[src/core/bch_pkg.sv]
// bch_pkg: offsets, reset values, field layout and carrier types of the bridge header window
package bch_pkg;

    // byte offsets of the registers in configuration space
    localparam logic [7:0] OFS_PREFETCH_RANGE_LIMIT = 8'h26;
    localparam logic [7:0] OFS_PREFETCH_BASE_HIGH_WORD = 8'h28;
    localparam logic [7:0] OFS_PREFETCH_LIMIT_HIGH_WORD = 8'h2C;
    localparam logic [7:0] OFS_IO_WINDOW_BASE_HIGH = 8'h30;
    localparam logic [7:0] OFS_IO_WINDOW_LIMIT_HIGH = 8'h32;
    localparam logic [7:0] OFS_CAPABILITY_LIST_HEAD = 8'h34;
    localparam logic [7:0] OFS_OPTION_ROM_BASE = 8'h38;
    localparam logic [7:0] OFS_IRQ_ROUTING_INFO = 8'h3C;
    localparam logic [7:0] OFS_IRQ_TERMINAL_SELECT = 8'h3D;

    // widths of the configuration port
    localparam int DWORD_IDX_W = 6;
    localparam int BYTE_LANES = 4;
    localparam int LANE_W = 8;
    localparam int DATA_W = 32;

    // reset and constant values
    localparam logic [15:0] PREFETCH_RANGE_LIMIT_RST = 16'h0000;
    localparam logic [15:0] IO_WINDOW_BASE_HIGH_RST = 16'h0000;
    localparam logic [15:0] IO_WINDOW_LIMIT_HIGH_RST = 16'h0000;
    localparam logic [7:0] IRQ_ROUTING_INFO_RST = 8'hFF;
    localparam logic [7:0] CAPABILITY_LIST_HEAD_VAL = 8'hDC;
    localparam logic [7:0] IRQ_TERMINAL_SELECT_VAL = 8'h00;
    localparam logic [31:0] READ_ZERO_WORD = 32'h0000_0000;

    // prefetch range limit field: bits 15:4 carry address bits 31:20
    localparam int PREF_FIELD_LSB = 4;
    localparam int PREF_FIELD_W = 12;
    localparam int ALIGN_BITS = 20;
    localparam logic [ALIGN_BITS-1:0] ALIGN_ZEROS = 20'h00000;
    localparam logic [ALIGN_BITS-1:0] ALIGN_ONES = 20'hFFFFF;
    localparam logic [PREF_FIELD_LSB-1:0] PREF_LOW_ZERO = 4'h0;

    // writable bits of each dword image, everything else is read-only
    localparam logic [31:0] WMASK_PREF_DWORD = 32'hFFF0_0000;
    localparam logic [31:0] WMASK_IO_DWORD = 32'hFFFF_FFFF;
    localparam logic [31:0] WMASK_IRQ_DWORD = 32'h0000_00FF;

    // one configuration access, dword addressed with byte enables
    typedef struct packed {
        logic rd;
        logic wr;
        logic [DWORD_IDX_W-1:0] dwordIdx;
        logic [BYTE_LANES-1:0] byteEn;
        logic [DATA_W-1:0] wdata;
    } bch_cfg_req_t;

    // the answer to one access
    typedef struct packed {
        logic ack;
        logic claimed;
        logic [DATA_W-1:0] rdata;
    } bch_cfg_rsp_t;

    // decoded window limits handed to forwarding logic
    typedef struct packed {
        logic [31:0] prefBaseAddr;
        logic [31:0] prefLimitAddr;
        logic prefHit;
        logic ioUpperHit;
    } bch_window_t;

endpackage : bch_pkg

[src/core/bch_window_decode.sv]
// bch_window_decode: expands the stored fields into full window addresses and checks a probe address
module bch_window_decode
    import bch_pkg::*;
(
    input wire logic clock,
    input wire logic rst_n,
    input wire logic [PREF_FIELD_W-1:0] prefBaseField,
    input wire logic [PREF_FIELD_W-1:0] prefLimitField,
    input wire logic [15:0] ioBaseHigh,
    input wire logic [15:0] ioLimitHigh,
    input wire logic [31:0] probeAddr,
    output bch_window_t window
);

    bch_window_t win_d;
    bch_window_t win_q;

    ////////////////////////////////////////////////////////////////////////////////
    // next values: base pads with zeros, limit pads with ones, so both land on 1M-byte steps
    always_comb begin
        win_d = win_q;
        win_d.prefBaseAddr = {prefBaseField, ALIGN_ZEROS};
        win_d.prefLimitAddr = {prefLimitField, ALIGN_ONES};
        // compare uses the padded forms so the last megabyte of the range still hits
        win_d.prefHit = (probeAddr >= {prefBaseField, ALIGN_ZEROS})
            && (probeAddr <= {prefLimitField, ALIGN_ONES});
        win_d.ioUpperHit = (probeAddr[31:16] >= ioBaseHigh) && (probeAddr[31:16] <= ioLimitHigh);
    end

    ////////////////////////////////////////////////////////////////////////////////
    // registered so every output of the top comes from a flop; costs one cycle of latency
    always_ff @(posedge clock) begin
        if (!rst_n) begin
            win_q <= '0;
        end else begin
            win_q <= win_d;
        end
    end

    assign window = win_q;

endmodule : bch_window_decode

[src/core/bch_header_window_regs.sv]
// bch_header_window_regs: configuration header slice of the bridge, offsets 26h to 3Dh
//
// What this block does
// bits 15:4 of prefetch range limit are read/write, address bits 31:20
// prefetch limit compare fills low 20 address bits with ones
// bits 3:0 of prefetch range limit are read-only zero
// prefetch base high word is read-only zero, no 64-bit addressing
// prefetch limit high word is read-only zero, no 64-bit addressing
// I/O window base high is a full 16-bit read/write register
// I/O window limit high is a full 16-bit read/write register
// capability list head reads constant DCh, read-only
// option ROM base is read-only, always zero
// IRQ routing info is 8-bit read/write, resets to FFh, steers nothing
// IRQ terminal select reads zero in all eight bits
// prefetch base compare fills low 20 address bits with zeros
// writes to read-only bits and registers are ignored
module bch_header_window_regs
    import bch_pkg::*;
(
    input wire logic clock,
    input wire logic rst_n,
    input bch_cfg_req_t cfgReq,
    output bch_cfg_rsp_t cfgRsp,
    input wire logic [PREF_FIELD_W-1:0] prefBaseField,
    input wire logic [31:0] probeAddr,
    output logic [PREF_FIELD_W-1:0] prefLimitField,
    output logic [15:0] ioBaseHigh,
    output logic [15:0] ioLimitHigh,
    output logic [7:0] irqRoutingInfo,
    output bch_window_t window
);

    ////////////////////////////////////////////////////////////////////////////////
    // dword indices of the registers, derived from the byte offsets
    localparam logic [DWORD_IDX_W-1:0] IDX_PREF_LIMIT = OFS_PREFETCH_RANGE_LIMIT[7:2];
    localparam logic [DWORD_IDX_W-1:0] IDX_PREF_BASE_HI = OFS_PREFETCH_BASE_HIGH_WORD[7:2];
    localparam logic [DWORD_IDX_W-1:0] IDX_PREF_LIMIT_HI = OFS_PREFETCH_LIMIT_HIGH_WORD[7:2];
    localparam logic [DWORD_IDX_W-1:0] IDX_IO_HIGH = OFS_IO_WINDOW_BASE_HIGH[7:2];
    localparam logic [DWORD_IDX_W-1:0] IDX_CAP_HEAD = OFS_CAPABILITY_LIST_HEAD[7:2];
    localparam logic [DWORD_IDX_W-1:0] IDX_ROM_BASE = OFS_OPTION_ROM_BASE[7:2];
    localparam logic [DWORD_IDX_W-1:0] IDX_IRQ = OFS_IRQ_ROUTING_INFO[7:2];

    // bit position of each register inside its dword
    localparam int POS_PREF_LIMIT = 8 * int'(OFS_PREFETCH_RANGE_LIMIT[1:0]);
    localparam int POS_IO_BASE = 8 * int'(OFS_IO_WINDOW_BASE_HIGH[1:0]);
    localparam int POS_IO_LIMIT = 8 * int'(OFS_IO_WINDOW_LIMIT_HIGH[1:0]);
    localparam int POS_CAP_HEAD = 8 * int'(OFS_CAPABILITY_LIST_HEAD[1:0]);
    localparam int POS_IRQ_INFO = 8 * int'(OFS_IRQ_ROUTING_INFO[1:0]);
    localparam int POS_IRQ_TERM = 8 * int'(OFS_IRQ_TERMINAL_SELECT[1:0]);

    ////////////////////////////////////////////////////////////////////////////////
    // storage
    logic [PREF_FIELD_W-1:0] prefLimit_q;
    logic [PREF_FIELD_W-1:0] prefLimit_d;
    logic [15:0] ioBase_q;
    logic [15:0] ioBase_d;
    logic [15:0] ioLimit_q;
    logic [15:0] ioLimit_d;
    logic [7:0] irqInfo_q;
    logic [7:0] irqInfo_d;

    // answer path
    bch_cfg_rsp_t rsp_q;
    bch_cfg_rsp_t rsp_d;

    // byte-enable expansion and dword images
    logic [DATA_W-1:0] laneMask;
    logic [DATA_W-1:0] imgPref;
    logic [DATA_W-1:0] imgIo;
    logic [DATA_W-1:0] imgIrq;
    logic [DATA_W-1:0] newPref;
    logic [DATA_W-1:0] newIo;
    logic [DATA_W-1:0] newIrq;
    logic [DATA_W-1:0] rdWord;
    logic inRange;

    ////////////////////////////////////////////////////////////////////////////////
    // one mask byte per enabled lane
    genvar lane;
    generate
        for (lane = 0; lane < BYTE_LANES; lane++) begin : g_lane
            assign laneMask[lane*LANE_W +: LANE_W] = {LANE_W{cfgReq.byteEn[lane]}};
        end
    endgenerate

    ////////////////////////////////////////////////////////////////////////////////
    // dword images of the writable registers as seen on the bus
    always_comb begin
        imgPref = READ_ZERO_WORD;
        imgPref[POS_PREF_LIMIT +: 16] = {prefLimit_q, PREF_LOW_ZERO};
        imgIo = READ_ZERO_WORD;
        imgIo[POS_IO_BASE +: 16] = ioBase_q;
        imgIo[POS_IO_LIMIT +: 16] = ioLimit_q;
        imgIrq = READ_ZERO_WORD;
        imgIrq[POS_IRQ_INFO +: 8] = irqInfo_q;
        imgIrq[POS_IRQ_TERM +: 8] = IRQ_TERMINAL_SELECT_VAL;
    end

    ////////////////////////////////////////////////////////////////////////////////
    // merge write data only where lane enabled and bit writable; other bits keep their value
    always_comb begin
        newPref = (imgPref & ~(laneMask & WMASK_PREF_DWORD)) | (cfgReq.wdata & laneMask & WMASK_PREF_DWORD);
        newIo = (imgIo & ~(laneMask & WMASK_IO_DWORD)) | (cfgReq.wdata & laneMask & WMASK_IO_DWORD);
        newIrq = (imgIrq & ~(laneMask & WMASK_IRQ_DWORD)) | (cfgReq.wdata & laneMask & WMASK_IRQ_DWORD);
    end

    ////////////////////////////////////////////////////////////////////////////////
    // next register values; dwords 28h, 2Ch, 34h and 38h have no storage, so writes vanish
    always_comb begin
        prefLimit_d = prefLimit_q;
        ioBase_d = ioBase_q;
        ioLimit_d = ioLimit_q;
        irqInfo_d = irqInfo_q;
        if (cfgReq.wr) begin
            case (cfgReq.dwordIdx)
                IDX_PREF_LIMIT: begin
                    prefLimit_d = newPref[POS_PREF_LIMIT + PREF_FIELD_LSB +: PREF_FIELD_W];
                end
                IDX_IO_HIGH: begin
                    ioBase_d = newIo[POS_IO_BASE +: 16];
                    ioLimit_d = newIo[POS_IO_LIMIT +: 16];
                end
                IDX_IRQ: begin
                    irqInfo_d = newIrq[POS_IRQ_INFO +: 8];
                end
                default: begin
                    // read-only or foreign dword: nothing stored
                end
            endcase
        end
    end

    ////////////////////////////////////////////////////////////////////////////////
    // register stage for the stored fields
    always_ff @(posedge clock) begin
        if (!rst_n) begin
            prefLimit_q <= PREFETCH_RANGE_LIMIT_RST[PREF_FIELD_LSB +: PREF_FIELD_W];
            ioBase_q <= IO_WINDOW_BASE_HIGH_RST;
            ioLimit_q <= IO_WINDOW_LIMIT_HIGH_RST;
            irqInfo_q <= IRQ_ROUTING_INFO_RST;
        end else begin
            prefLimit_q <= prefLimit_d;
            ioBase_q <= ioBase_d;
            ioLimit_q <= ioLimit_d;
            irqInfo_q <= irqInfo_d;
        end
    end

    ////////////////////////////////////////////////////////////////////////////////
    // read multiplexer; lanes that belong to other header registers read zero here
    always_comb begin
        inRange = 1'b1;
        case (cfgReq.dwordIdx)
            IDX_PREF_LIMIT: begin
                rdWord = imgPref;
            end
            IDX_PREF_BASE_HI: begin
                rdWord = READ_ZERO_WORD;
            end
            IDX_PREF_LIMIT_HI: begin
                rdWord = READ_ZERO_WORD;
            end
            IDX_IO_HIGH: begin
                rdWord = imgIo;
            end
            IDX_CAP_HEAD: begin
                rdWord = READ_ZERO_WORD;
                rdWord[POS_CAP_HEAD +: 8] = CAPABILITY_LIST_HEAD_VAL;
            end
            IDX_ROM_BASE: begin
                rdWord = READ_ZERO_WORD;
            end
            IDX_IRQ: begin
                rdWord = imgIrq;
            end
            default: begin
                rdWord = READ_ZERO_WORD;
                inRange = 1'b0;
            end
        endcase
    end

    ////////////////////////////////////////////////////////////////////////////////
    // answer one cycle after the access; disabled lanes read zero so partial reads stay clean
    always_comb begin
        rsp_d.ack = cfgReq.rd | cfgReq.wr;
        rsp_d.claimed = (cfgReq.rd | cfgReq.wr) & inRange;
        if (cfgReq.rd) begin
            rsp_d.rdata = rdWord & laneMask;
        end else begin
            rsp_d.rdata = READ_ZERO_WORD;
        end
    end

    // answer register; a read in the same cycle as a write returns the value before it
    always_ff @(posedge clock) begin
        if (!rst_n) begin
            rsp_q <= '0;
        end else begin
            rsp_q <= rsp_d;
        end
    end

    ////////////////////////////////////////////////////////////////////////////////
    // window decode for the forwarding logic, fed straight from the stored fields and the prefBaseField input
    bch_window_decode u_window (
        .clock(clock),
        .rst_n(rst_n),
        .prefBaseField(prefBaseField),
        .prefLimitField(prefLimit_q),
        .ioBaseHigh(ioBase_q),
        .ioLimitHigh(ioLimit_q),
        .probeAddr(probeAddr),
        .window(window)
    );

    ////////////////////////////////////////////////////////////////////////////////
    // outputs, each taken from a flop
    assign cfgRsp = rsp_q;
    assign prefLimitField = prefLimit_q;
    assign ioBaseHigh = ioBase_q;
    assign ioLimitHigh = ioLimit_q;
    assign irqRoutingInfo = irqInfo_q; // value only kept for software, no interrupt pin exists

endmodule : bch_header_window_regs

[config.mk]
export PLATFORM = sky130hd
export DESIGN_NAME = bch_header_window_regs
export DESIGN_NICKNAME = d
export VERILOG_FILES = /design/src/core/bch_pkg.sv /design/src/core/bch_window_decode.sv /design/src/core/bch_header_window_regs.sv
export SDC_FILE = /design/constraint.sdc
export NUM_CORES = 1
export LEC_CHECK = 0
export ABC_AREA = 1
export BUFFER_PORTS_ARGS = -buffer_cell sky130_fd_sc_hd__buf_4
export CAP_MARGIN = 20
export CORE_MARGIN = 2
export CORE_UTILIZATION = 35
export DETAILED_ROUTE_END_ITERATION = 6
export GPL_TIMING_DRIVEN = 1
export PLACE_DENSITY = 0.61
export SLEW_MARGIN = 10
export SYNTH_ARGS = -nofsm -noshare
export SYNTH_HDL_FRONTEND = slang
export SYNTH_HIERARCHICAL = 1
export SYNTH_SLANG_ARGS = --single-unit
[constraint.sdc]
create_clock -name clock -period 4.2 [get_ports clock]
set_input_delay 1.26 -clock clock [delete_from_list [all_inputs] [get_ports clock]]
set_output_delay 1.26 -clock clock [all_outputs]
set_load 0.02 [all_outputs]
# Word level (Yosys, flattened, before mapping)
# Cells that the tools add are included.
# classes
div	0
n_eq_ne	7
mux	3
reduce_logical	7
add_sub_neg	0
shifts	0
magnitude_cmp	4
n_bitwise	13
multipliers	0
# ops
cell	count
bitwise AND 32 bit	4
one-hot mux 32 bit (4 select lines)	1
NOT 32 bit	2
OR 32 bit	2
== test 6 x 4 -> 1 bit, second input constant	7
>= comparator 32 bit	1
less-or-equal comparator 32 bit	1
two-way mux 22 bit	1
>= comparator 16 bit	1
less-or-equal comparator 16 bit	1
bitwise AND 8 bit	1
NOT 8 bit	1
OR 8 bit	1
AND reduction 2 bit	4
OR reduction 7 bit	1
logical AND 1 bit	2
bitwise AND 1 bit	1
two-way mux 1 bit	1
OR 1 bit	1
# word_totals
in_bits	90
memories	0
romBits	0
elab_cells	47
latchBits	0
out_inout_bits	152
register_bits	152
ram_bits	0

# Longest topological paths before layout
# depth
ltp_word	4
mapped_depth	13
depth_no_buf	13

# Hierarchy
# The synthesis kept the hierarchy.
# by_module_without_submodules
module	instances	area_each_um2	seq_area_each_um2	cells_each
bch_header_window_regs	1	3458.3	1721.7	467
bch_window_decode	1	2665.1	540.5	394

# Worst setup path after synthesis
# Ideal clock, no wire load.
# synth_path
path_type	reg2out
from	reg u_window/window[20] (netlist name)
to	out window[10] in the netlist's numbering
arrival_time_ns	0.957
required_ns	2.940
setup_slack_ns	1.983
path_buffers	1
path_stages_with_launch	2
cell_sequence	dfxtp_1 buf_4
# synth_rtl
element	line_no	text
end: declaration	bch_header_window_regs.sv:30	output bch_window_t window

# Worst setup path after layout
# layout_path
from	reg u_window.win_q, in the netlist u_window/window[20]
to	out window[20] in the netlist's numbering
# layout_rtl
element	line_no	text
start: declaration	bch_window_decode.sv:16	bch_window_t win_q;
start signal: assignment	bch_window_decode.sv:36	win_q <= win_d;
# No word-level cell between the ends.

==> results list <==
- The flow ran to the end, and the final reports show no timing, DRC or antenna violations.
- After clock tree synthesis, the clock-pin slew on the worst setup and hold paths is 0.05 ns.
- Gr ovfl total: 0
* Starting density of the core: between 30 and 40%
- The clock reaches the later pin of the worst-skew pair after 0.42 ns.
* Number of gates resized after cts: 0
* Core region area: between 0.015 and 0.02 mm²
- Number of rows in the core area: 48
- ANT nets after route: 0
- Element type at the critical path start: register
* Number of synthesized flops with an enable pin: 0
- For the final database, setup skew stands at just over 0.009 ns.
- Syn avg cell area: 7.11 µm²
* Slowest cell on crit path: sky130_fd_sc_hd__dfxtp_1
- Number of H-tree branching levels: 4
* Via count of the first global-routing pass: 5,327
- Initial antenna violation count: 0
* Fraction of registers with async set/reset: 0%
- Width of the die: about 140 µm
* First-pass DRT Iterations: 6
- In the routed design, unresolved DRC markers number 0.
* Count of buffers from port buffering: 221
- Setup violations remaining at the end of the flow were counted as 0.
* DR WL/cell: 13.8 µm
* CTS tree: built
- Share of final-layout standard cells stronger than drive strength 1: 26.5%
* Maximum ir drop on the vdd rail: between 0.3 and 0.4 mV
- Setup repair after global routing left no endpoint under its margin.
- At the pin with the least slew margin, the transition time is between 0.5 and 0.6 ns.
- Once the clock tree was built, the setup fixing pass inserted 0 buffers.
- Final Slew Violations: 0
* Half-perimeter wire length of the detailed placement result: 14.0 mm
- Worst slew margin: just over 60%
- Total routing resource utilization after global routing: 19.2%
- The layout has 1,780 filler cells.
- By startpoint and endpoint, the worst setup path is classified as register to output port.
* Post-Syn Area: 0.00612 mm²
- Summing all multi-input logic gate instances after layout gives roughly 0.0029 mm².
- Counting flops and latches in the post-synthesis netlist gives ~110.
* Total Neg Setup Slack: 0 ns
* Hold-fix buffer count after cts: 0
- TritonCTS created 17 clock buffers.
* Area enclosed by the die boundary: around 0.019 mm²
* Crit path max fanout: 20
* Kind of cell with the highest combined delay on the critical path: flip-flops
* Power density over the cells: around 350 mW/mm²
- The largest total area in the synthesized netlist belongs to sky130_fd_sc_hd__dfxtp_1.
- After synthesis, the cell types taking the most area are sky130_fd_sc_hd__dfxtp_1 37%, sky130_fd_sc_hd__nand2_1 12%, sky130_fd_sc_hd__ha_1 11%, sky130_fd_sc_hd__nor2_1 9.7%, sky130_fd_sc_hd__inv_1 8.5%.
- Count of placed standard cells in the final layout, fillers left out: 1,302
* Worst hold slack after final layout: roughly 0.48 ns
- Compared with the post-synthesis result, the final layout area differs by 36.0%.
* Global-route wire length before repair: about 27 mm
* Number of top-level design ports: roughly 240
* Sequential-to-total area share from yosys stat: 36.9%
* Max-cap viol count: 0
- CTS saw 113 sinks.
- Fraction of synthesized cell area taken by the top area cell type: a little under two fifths
* Crit path arrival time: approximately 1.4 ns
- Leaving out fill and tap cells, the most frequent cell in the layout is sky130_fd_sc_hd__buf_4.
- Walking the worst path, the cells encountered are buf_4.
* Maximum number of pins on one net before global-route repair: 48
- Via/cell ratio: ~4.4
- Wire length reported by the detailed router: 17.9 mm
- Highest attainable clock frequency: 383 MHz
- Leakage Power: 0.00433 µW
* Number of placed cells counting well taps: 1,270
- Endpoints failing hold: 0
- Vertical die dimension: about 140 µm
* Sequential cell area: around 0.0023 mm²
* Clock tree buffer depth: 2
- 0 antenna diodes ended up in the layout.
- After the last flow step, the layout net total stands at between 1,000 and 1,500.
* Instance count of the mapped netlist: 861
* Via Count: ~5,700
- The most used flip-flop cell after synthesis is sky130_fd_sc_hd__dfxtp_1.
- Buffer and inverter count on the worst path: 1
* First DRT Iteration DRCs: roughly 220
- The top cell types in the final layout, fill and taps aside, are 222 x sky130_fd_sc_hd__buf_4, 192 x sky130_fd_sc_hd__nand2_1, 158 x sky130_fd_sc_hd__nor2_1.
- Final worst path period share: between 60% and 70%
- Slowest stage delay, CP: approximately 0.69 ns
* Minimum clock period after layout: roughly 2.6 ns
- Routability-driven placement finished with a final weighted congestion of 0.812.
- Yosys mapped the design onto 31 distinct sky130hd cell types.
- STA puts the critical path data required time at slightly below 3 ns.
* Clock Tree Root: sky130_fd_sc_hd__clkbuf_16
* Number of warning messages in the yosys log: 6
* Worst min-delay path category: register to register
- STA classifies the critical path endpoint as an output port.
## final timing paths
check                                       end  cells past startpoint                         from  slack [ns]
setup / recovery                     window[20]                      1  u_window/window[20]$_DFF_P_        1.59
hold reg to reg           cfgRsp[18]$_SDFF_PN0_                      2                     register        0.48
hold / removal            cfgRsp[18]$_SDFF_PN0_                      2                     register        0.48
setup reg to reg  u_window/window[1]$_SDFF_PN0_                      9                     register        2.57
## kinds of logic (layout without fill, tap and decap cells)
family                     after synthesis  count (layout)  synth area share, %
and+or+nand+nor                        428             428                 30.4
buffers and inverters                  205             402                 16.3
DFF                                    113             113                 36.9
AOI/OAI and AO/OA                       58              58                 4.86
adders and majority gates               56              56                 11.4
other                                    1              20               0.0612
## synth_stat cells, types with 9 or more instances
cell and number:
sky130_fd_sc_hd__a21oi_1 38, sky130_fd_sc_hd__ha_1 56, sky130_fd_sc_hd__nand2_1 192, sky130_fd_sc_hd__nor2_1 158, sky130_fd_sc_hd__nor3_1 18, sky130_fd_sc_hd__nand3_1 29, sky130_fd_sc_hd__dfxtp_1 113, sky130_fd_sc_hd__buf_4 40
sky130_fd_sc_hd__inv_1 139, sky130_fd_sc_hd__o21ai_0 15, sky130_fd_sc_hd__inv_2 9
## report_power, final
group	total, µW	internal [µW]	leakage [µW]	switching [µW]
clock	1530	1010	0.000295	523
combinational	305	128	0.00312	177
sequential	1090	1080	0.000915	6.96
## routing by layer
metal  vias to the layer above  part of all wire (%)  GRT usage [%]
li1                       2982                     -              -
met1                      2512                    44           23.7
met2                       192                    47           32.4
met3                        17                   7.9           5.67
met4                         0                   1.2           5.09
met5                         -                     0              0
## stage by stage
stage          setup slack (ns)  power (µW)  area [µm²]  utilization, %
5_1_grt                    1.46        3040        8330            48.5
3_3_place_gp               1.50        1420        7700            44.8
4_1_cts                    1.54        2950        8330            48.5
2_1_floorplan              1.98        1300        6190               -
6_report                   1.59        2930        8330            48.5
3_5_place_dp               1.44        1420        7700            44.8
## layout make-up
| cell class | instances | area share, % |
|---|---|---|
| flip-flops and latches | 113 | 27.2 |
| clock buffers | 19 | 5.32 |
| well taps | 225 | 3.38 |
| repair buffers | 222 | 20.0 |
| inverters | 148 | 6.67 |
| multi-input cells | 562 | 35.2 |
| clock inverters | 13 | 2.24 |
(Power assumes the default switching activity.)
